**config.mk**
```make
export PLATFORM = sky130hd
export DESIGN_NAME = csc_ctrl_top
export DESIGN_NICKNAME = d
export VERILOG_FILES = /design/src/hdl/csc_pkg.sv /design/src/hdl/csc_gate_mon.sv /design/src/hdl/csc_ctrl_top.sv
export SDC_FILE = /design/constraint.sdc
export NUM_CORES = 1
export LEC_CHECK = 0
export BUFFER_PORTS_ARGS = -buffer_cell sky130_fd_sc_hd__clkbuf_2
export CAP_MARGIN = 20
export CORE_AREA = 2 2 95 97
export CTS_BUF_LIST = sky130_fd_sc_hd__clkbuf_8
export CTS_CLUSTER_DIAMETER = 200
export DETAILED_ROUTE_END_ITERATION = 6
export DIE_AREA = 0 0 97 99
export GPL_ROUTABILITY_DRIVEN = 0
export PLACE_DENSITY = 0.73
export SYNTH_ARGS = -nofsm -noshare
export SYNTH_HDL_FRONTEND = slang
export SYNTH_HIERARCHICAL = 1
export SYNTH_SLANG_ARGS = --single-unit
```
**constraint.sdc**
```tcl
create_clock -name clock -period 5.5 [get_ports clock]
set_clock_uncertainty 0.15 [all_clocks]
set_input_delay 0.275 -clock clock [delete_from_list [all_inputs] [get_ports clock]]
set_output_delay 0.275 -clock clock [all_outputs]
set_load 0.02 [all_outputs]
```
**src/hdl/csc_pkg.sv**
```systemverilog
// Constants, field layouts and carrier types for the sense amplifier control
package csc_pkg;

  // Register addresses carried in the serial frame
  localparam logic [3:0] ADDR_DRIVE_HS = 4'h3;
  localparam logic [3:0] ADDR_DRIVE_LS = 4'h4;
  localparam logic [3:0] ADDR_SENSE_CTRL = 4'h6;

  // Register width and reset values
  localparam int unsigned REG_W = 11;
  localparam logic [10:0] RST_SENSE_CTRL = 11'h283;
  localparam logic [10:0] RST_DRIVE_HS = 11'h0ff;
  localparam logic [10:0] RST_DRIVE_LS = 11'h3ff;

  // Field positions in the sense control register
  localparam int unsigned POS_INPUT_SEL = 10;
  localparam int unsigned POS_LOWSIDE_REF = 8;

  // Field positions in the drive registers
  localparam int unsigned POS_PEAK_HI = 9;
  localparam int unsigned POS_PEAK_LO = 8;
  localparam int unsigned POS_SRC_HI = 7;
  localparam int unsigned POS_SRC_LO = 4;
  localparam int unsigned POS_SINK_HI = 3;
  localparam int unsigned POS_SINK_LO = 0;

  // Serial frame layout: read flag, 4 address bits, 11 data bits
  localparam logic [4:0] FRAME_BITS = 5'h10;
  localparam logic [4:0] HDR_BITS = 5'h05;
  localparam logic [4:0] ADDR_LAST_BIT = 5'h04;
  localparam logic [4:0] CNT_MAX = 5'h1f;
  localparam int unsigned POS_READ_FLAG = 15;

  // Peak drive time settings and their length in clock cycles
  localparam int unsigned CLK_MHZ = 25;
  localparam int unsigned PEAK_NS_0 = 500;
  localparam int unsigned PEAK_NS_1 = 1000;
  localparam int unsigned PEAK_NS_2 = 2000;
  localparam int unsigned PEAK_NS_3 = 4000;
  localparam logic [6:0] PEAK_CYC_0 = 7'(PEAK_NS_0 * CLK_MHZ / 1000);
  localparam logic [6:0] PEAK_CYC_1 = 7'(PEAK_NS_1 * CLK_MHZ / 1000);
  localparam logic [6:0] PEAK_CYC_2 = 7'(PEAK_NS_2 * CLK_MHZ / 1000);
  localparam logic [6:0] PEAK_CYC_3 = 7'(PEAK_NS_3 * CLK_MHZ / 1000);

  // Sense amplifier control fields, laid out as the register bits
  typedef struct packed {
    logic amp_input_select;
    logic ref_div_half;
    logic lowside_meas_ref;
    logic [1:0] amp_gain_select;
    logic sense_fault_disable;
    logic offset_cal_chan_a;
    logic offset_cal_chan_b;
    logic offset_cal_chan_c;
    logic [1:0] sense_trip_level;
  } csc_ctrl_t;

  // Gate drive settings in effect
  typedef struct packed {
    logic [1:0] peak_drive_time;
    logic [3:0] src_hs;
    logic [3:0] sink_hs;
    logic [3:0] src_ls;
    logic [3:0] sink_ls;
  } csc_drive_t;

  // Gate monitor states
  typedef enum logic [1:0] {
    GM_IDLE = 2'b01,
    GM_WAIT = 2'b10
  } csc_gm_state_t;

  // Peak drive time code to cycle count
  function automatic logic [6:0] peak_cycles(input logic [1:0] code);
    case (code)
      2'h0: peak_cycles = PEAK_CYC_0;
      2'h1: peak_cycles = PEAK_CYC_1;
      2'h2: peak_cycles = PEAK_CYC_2;
      default: peak_cycles = PEAK_CYC_3;
    endcase
  endfunction

endpackage

```
**src/hdl/csc_gate_mon.sv**
```systemverilog
// Gate turn-on monitor raising a drive fault when peak time runs out
`timescale 1ns/1ps
`default_nettype none
module csc_gate_mon
  import csc_pkg::*;
(
  input wire logic clock,
  input wire logic rst,
  input wire logic [1:0] peak_code,
  input wire logic gate_on_req,
  input wire logic gate_on_done,
  output logic gate_drive_fault
);

  csc_gm_state_t state_r;
  logic [6:0] left_r;

  // Peak time window per turn-on
  always_ff @(posedge clock) begin
    if (rst) begin
      state_r <= GM_IDLE;
      left_r <= 7'h00;
    end else begin
      case (state_r)
        GM_IDLE: begin
          if (gate_on_req) begin
            state_r <= GM_WAIT;
            left_r <= peak_cycles(peak_code);
          end
        end
        GM_WAIT: begin
          if (gate_on_done || left_r == 7'h01) begin
            state_r <= GM_IDLE;
          end
          left_r <= left_r - 7'h01;
        end
        default: begin
          state_r <= GM_IDLE;
        end
      endcase
    end
  end

  // Fault when the gate is not fully on by the end of peak time
  always_ff @(posedge clock) begin
    if (rst) begin
      gate_drive_fault <= 1'b0;
    end else begin
      gate_drive_fault <= state_r == GM_WAIT && !gate_on_done &&
                          left_r == 7'h01;
    end
  end

endmodule
`default_nettype wire

```
**src/hdl/csc_ctrl_top.sv**
```systemverilog
// Sense amplifier control register with its serial register port
//
// How it works
// - Input select 1 takes switch node input and forces lowside ref bit.
// - Reference divide bit: 0 full reference, 1 half; resets to 1.
// - Gain field 5/10/20/40 V/V, resets to code 10.
// - Sense fault disable bit, resets to 0, 1 disables the fault.
// - Bits 4..2 short amplifier A, B, C inputs for offset calibration.
// - Trip level field 0.25/0.5/0.75/1 V, resets to code 11.
// - Register at address 6 is read/write, present only with amps.
// - Too little drive current may give a gate drive fault.
// - Serial variant sets drive currents by register, pin variant by pin.
// - Peak drive time codes give 500, 1000, 2000, 4000 ns.
`timescale 1ns/1ps
`default_nettype none
module csc_ctrl_top
  import csc_pkg::*;
#(
  parameter bit HAS_AMPS = 1'b1,
  parameter bit SERIAL_IF = 1'b1
)
(
  input wire logic clock,
  input wire logic rst,
  input wire logic spi_sclk,
  input wire logic spi_cs_n,
  input wire logic spi_sdi,
  output logic spi_sdo,
  output logic spi_sdo_oe,
  input wire logic [3:0] drive_strength_pin,
  input wire logic gate_on_req,
  input wire logic gate_on_done,
  output csc_ctrl_t sense_cfg,
  output csc_drive_t drive_cfg,
  output logic gate_drive_fault
);

  logic sclk_q_r;
  logic cs_n_q_r;
  logic [4:0] bit_cnt_r;
  logic [15:0] rx_r;
  logic [3:0] addr_r;
  logic [10:0] drive_hs_r;
  logic [10:0] drive_ls_r;
  logic sclk_fall;
  logic sclk_rise;
  logic frame_end;
  logic wr_en;
  logic [3:0] wr_addr;
  logic [10:0] wr_data;
  logic [3:0] tx_idx;

  // Read word for an address; unmapped addresses read zero
  function automatic logic [10:0] read_word(input logic [3:0] addr,
                                            input csc_ctrl_t ctrl,
                                            input logic [10:0] hs,
                                            input logic [10:0] ls);
    read_word = 11'h000;
    case (addr)
      ADDR_SENSE_CTRL: read_word = HAS_AMPS ? ctrl : 11'h000;
      ADDR_DRIVE_HS: read_word = hs;
      ADDR_DRIVE_LS: read_word = ls;
      default: read_word = 11'h000;
    endcase
  endfunction

  assign sclk_fall = sclk_q_r && !spi_sclk;
  assign sclk_rise = !sclk_q_r && spi_sclk;
  assign frame_end = !cs_n_q_r && spi_cs_n;
  assign wr_en = frame_end && bit_cnt_r == FRAME_BITS &&
                 !rx_r[POS_READ_FLAG];
  assign wr_addr = rx_r[14:11];
  assign wr_data = rx_r[10:0];
  assign tx_idx = 4'(5'h0f - bit_cnt_r);

  // Edge detect on the serial pins
  always_ff @(posedge clock) begin
    if (rst) begin
      sclk_q_r <= 1'b0;
      cs_n_q_r <= 1'b1;
    end else begin
      sclk_q_r <= spi_sclk;
      cs_n_q_r <= spi_cs_n;
    end
  end

  // Receive shifter, data taken on falling serial clock
  always_ff @(posedge clock) begin
    if (rst) begin
      bit_cnt_r <= 5'h00;
      rx_r <= 16'h0000;
    end else if (spi_cs_n) begin
      bit_cnt_r <= 5'h00;
    end else if (sclk_fall) begin
      rx_r <= {rx_r[14:0], spi_sdi};
      if (bit_cnt_r != CNT_MAX) begin
        bit_cnt_r <= bit_cnt_r + 5'h01;
      end
    end
  end

  // Address caught once the header is in
  always_ff @(posedge clock) begin
    if (rst) begin
      addr_r <= 4'h0;
    end else if (!spi_cs_n && sclk_fall && bit_cnt_r == ADDR_LAST_BIT) begin
      addr_r <= {rx_r[2:0], spi_sdi};
    end
  end

  // Reply: five zero header bits, then the register word
  always_ff @(posedge clock) begin
    if (rst) begin
      spi_sdo <= 1'b0;
    end else if (spi_cs_n) begin
      spi_sdo <= 1'b0;
    end else if (sclk_rise) begin
      if (bit_cnt_r >= HDR_BITS && bit_cnt_r < FRAME_BITS) begin
        spi_sdo <= read_word(addr_r, sense_cfg, drive_hs_r,
                             drive_ls_r)[tx_idx];
      end else begin
        spi_sdo <= 1'b0;
      end
    end
  end

  // Data out driven while selected
  always_ff @(posedge clock) begin
    if (rst) begin
      spi_sdo_oe <= 1'b0;
    end else begin
      spi_sdo_oe <= !spi_cs_n;
    end
  end

  // Sense amplifier control register
  always_ff @(posedge clock) begin
    if (rst) begin
      sense_cfg <= csc_ctrl_t'(RST_SENSE_CTRL);
    end else if (HAS_AMPS && wr_en && wr_addr == ADDR_SENSE_CTRL) begin
      sense_cfg <= csc_ctrl_t'(wr_data);
      sense_cfg.lowside_meas_ref <= wr_data[POS_LOWSIDE_REF] |
                                    wr_data[POS_INPUT_SEL];
    end
  end

  // Drive current registers, serial variant only
  always_ff @(posedge clock) begin
    if (rst) begin
      drive_hs_r <= RST_DRIVE_HS;
      drive_ls_r <= RST_DRIVE_LS;
    end else if (SERIAL_IF && wr_en) begin
      if (wr_addr == ADDR_DRIVE_HS) begin
        drive_hs_r <= {3'h0, wr_data[7:0]};
      end
      if (wr_addr == ADDR_DRIVE_LS) begin
        drive_ls_r <= {1'b0, wr_data[9:0]};
      end
    end
  end

  // Drive settings in effect
  always_ff @(posedge clock) begin
    if (rst) begin
      drive_cfg <= '{RST_DRIVE_LS[POS_PEAK_HI:POS_PEAK_LO],
                     RST_DRIVE_HS[POS_SRC_HI:POS_SRC_LO],
                     RST_DRIVE_HS[POS_SINK_HI:POS_SINK_LO],
                     RST_DRIVE_LS[POS_SRC_HI:POS_SRC_LO],
                     RST_DRIVE_LS[POS_SINK_HI:POS_SINK_LO]};
    end else if (SERIAL_IF) begin
      drive_cfg.peak_drive_time <= drive_ls_r[POS_PEAK_HI:POS_PEAK_LO];
      drive_cfg.src_hs <= drive_hs_r[POS_SRC_HI:POS_SRC_LO];
      drive_cfg.sink_hs <= drive_hs_r[POS_SINK_HI:POS_SINK_LO];
      drive_cfg.src_ls <= drive_ls_r[POS_SRC_HI:POS_SRC_LO];
      drive_cfg.sink_ls <= drive_ls_r[POS_SINK_HI:POS_SINK_LO];
    end else begin
      drive_cfg.peak_drive_time <= RST_DRIVE_LS[POS_PEAK_HI:POS_PEAK_LO];
      drive_cfg.src_hs <= drive_strength_pin;
      drive_cfg.sink_hs <= drive_strength_pin;
      drive_cfg.src_ls <= drive_strength_pin;
      drive_cfg.sink_ls <= drive_strength_pin;
    end
  end

  // Gate turn-on supervision against the peak drive time
  csc_gate_mon u_gate_mon (
    .clock(clock),
    .rst(rst),
    .peak_code(drive_cfg.peak_drive_time),
    .gate_on_req(gate_on_req),
    .gate_on_done(gate_on_done),
    .gate_drive_fault(gate_drive_fault)
  );

endmodule
`default_nettype wire

```
==> results.md <==
* Die width at 97 um
* Synth Instances at 420
* CTS root buffer: clkbuf_8
* Iter 0 DRT Violations at 188
* Leak pwr at 1.51 nW
* Die height at 99 um
* HPWL Detailed at 5660 um
* Gr usage total at 17.8%
* Mapped Nets at 442
* Most common cell after layout, fill and taps aside: dfxtp_1
* Syn_area_per_cell at 8.87 um2
* Largest net degree at the start of global routing at 47
* Slew @ Worst Pin at 875 ps
* Clk_lat worst skew at 360 ps
* Antenna fix cells at 0
* Status: finished clean
* Pre-antenna DRT Iters at 5
* Fin. Hold Viols at 0
* WP data arrival at 2610 ps
* Net total in the final layout at 469
* Per-cell routed wire length at 14.8 um
* PwrDens at 277 nW/um2
* Max Slew Vio Count at 0
* Port bufs at 38
* Max Cap Viol at 0
* FMAX at 398 MHz
* H-tree Lvls at 3
* WHS at 22.5 ps
* Ys Warns at 6
* Setup total negative slack at 0 ps
* GRT overflow at 0
* Vias in the first global route at 2858
* CTS tree: built
* Resized Gates After CTS at 0
* Rel. slew slack at 41.5%
* Worst Hold Class: input port to register
* RSZ-0062 raised after global routing: false
* Fillcell total at 785
* IO Count at 43
* Num CTS Buffers at 9
* Synthesized cell area at 3730 um2
* Initial Util at 43.6%
* Top cell by count, worst path: nor2_1
* DRC Markers at 0
* Share of synthesized registers carrying an async set or reset at 0%
* Crit path max-delay cell type: nor2_1
* CTS sink count at 86
* Seq/Total Area, Yosys at 46.2%
* Area grow syn2layout at 12.2%
* CP bufs+invs at 0
* Initial antenna violation count at 0
* Req. time, crit path at 5600 ps
* Slowest stage delay, CP at 690 ps
* Post-synth EDFFs at 0
* Cells after DPL at 541
* Cell Chain, Critical Path: nor3_1 > nand4_2 > nor2_1 > nor2_1 > a211o_1
* Tcrit/Tclk final at 45.7%
* Die area at 9600 um2
* Core ar. at 8550 um2
* Commonest non-fill, non-tap cells in the layout: dfxtp_1, nand2_1, clkbuf_2
* Finished Layout Cells at 560
* Max clock buf depth at 2
* Clock-pin slew on the worst setup and hold paths at 80 ps
* Post-synth top flop: dfxtp_1
* Worst IR Drop VDD at 145 uV
* Setup crit start kind: register
* Share of cells above drive strength 1 at 18.1%
* Total power at 0.00116 W
* CP delay by family, top: simple AND/OR/NAND/NOR gates
* Min Tclk post-route at 2510 ps
* FP Rows at 34
* Post-synth cell types at 54
* Synth Register Bits at 86
* Final ANT Viol Nets at 0
* Final wirelength at 8290 um
* Crit path kind: register to register
* Critical path fanouts, max at 13
* Global-route wire length before repair at 13800 um
* DR vias/cell at 5.45
* Worst Setup End Kind: register
* # setup viols final at 0
* Routed vias at 3054
through the flow:
step                setup slack (ps)  util [%]  instance area [um2]
finish                          2990      48.9                 4180
global route                    2810      48.9                 4180
CTS                             2990      48.8                 4170
detailed placement              3020      46.1                 3940
global placement                3070      46.1                 3940
floorplan                       3690         -                 3730
kinds of logic (layout without fill, tap and decap cells):
group / Yosys count / count (layout) / synth area share, %
buffers and inverters: 50 / 82 / 5.67
XOR/XNOR: 5 / 5 / 1.18
multiplexers: 13 / 13 / 3.89
adder cells (fa/ha/maj): 11 / 11 / 3.69
AO/OA/AOI/OAI: 92 / 92 / 16.0
AND/OR/NAND/NOR: 163 / 163 / 23.4
flip-flops: 86 / 86 / 46.2
final timing paths:
| check | startpoint | to | slack [ps] | depth (start not counted) |
|---|---|---|---|---|
| setup / recovery | bit_cnt_r[0]$_SDFFE_PP0P_ | sense_cfg[0]$_SDFFE_PP1P_ | 2990 | 5 |
| hold / removal | spi_sdi | rx_r[0]$_SDFFE_PP0P_ | 20 | 3 |
| setup reg to reg | bit_cnt_r[0]$_SDFFE_PP0P_ | sense_cfg[0]$_SDFFE_PP1P_ | 2990 | 5 |
| hold reg to reg | drive_hs_r[6]$_SDFFE_PP1P_ | drive_cfg[14]$_SDFF_PP1_ | 310 | 1 |
power by group:
group          leakage, nW  internal, W  switching (W)
clock network        0.110     0.000253       0.000226
logic                0.698    0.0000167      0.0000286
registers            0.696     0.000628     0.00000708
worst register-to-register path, cell delays in order, from the launching register on:
cell and delay (ps):
dfxtp_1 490, nor3_1 360, nand4_2 330, nor2_1 700, nor2_1 80, a211o_1 290
cell type report:
cell class	instances	area (um2)	share of cell area [%]
Sequential cell	86	1720	41.2
Clock buffer	9	124	2.96
Inverter	24	90.1	2.16
Multi-Input combinational cell	284	1790	42.9
Clock inverter	7	90.1	2.16
Tap cell	108	135	3.23
Timing Repair Buffer	42	225	5.39
routing by layer:
| layer | track usage [%] | vias to the layer above | share of wire (%) |
|---|---|---|---|
| met5 | 0 | - | 0 |
| met4 | 8.13 | 0 | 2.4 |
| met3 | 3.33 | 20 | 4.8 |
| met2 | 28.7 | 108 | 47 |
| met1 | 23.1 | 1418 | 46 |
| li1 | - | 1508 | - |
cell usage after synthesis (2+ instances only):
library cell | number | share of area [%]
buf_4 | 3 | 0.60
o211ai_1 | 2 | 0.40
inv_1 | 24 | 2.4
ha_1 | 11 | 3.7
or3_1 | 2 | 0.34
a21oi_1 | 35 | 4.7
dfxtp_1 | 86 | 46
nor2_1 | 36 | 3.6
nand4b_1 | 3 | 0.71
a221oi_1 | 2 | 0.47
nand2_1 | 48 | 4.8
clkbuf_1 | 18 | 1.8
xnor2_1 | 3 | 0.71
mux2i_1 | 10 | 2.7
nand3_1 | 7 | 0.94
a31oi_1 | 5 | 0.84
nor3_1 | 5 | 0.67
or3b_1 | 2 | 0.47
and3b_1 | 2 | 0.47
buf_2 | 4 | 0.54
nand3b_1 | 5 | 1.0
a21o_1 | 2 | 0.40
nand4_1 | 6 | 1.0
and4bb_2 | 2 | 0.67
or2_2 | 19 | 3.2
mux2_2 | 2 | 0.60
a211o_1 | 19 | 4.5
o21ai_0 | 15 | 2.0
o41ai_1 | 2 | 0.47
nor2b_1 | 9 | 1.5
xor2_1 | 2 | 0.47
nand2b_1 | 6 | 1.0
o311a_1 | 2 | 0.54
registers in the layout, summed over array words and instances (netlist names), 2 cells and up:
register            flops
sense_cfg              11
drive_hs_r              8
drive_ls_r             10
drive_cfg              18
bit_cnt_r               5
rx_r                   16
u_gate_mon/left_r       7
addr_r                  4
u_gate_mon/state_r      2
what timing repair did:
item | CTS | global route
hold buffers | 2 | 0
setup buffers | 0 | 0
setup endpoints to repair | 0 | 0
endpoints found under the hold margin | 2 | 0
(Power assumes the default switching activity.)
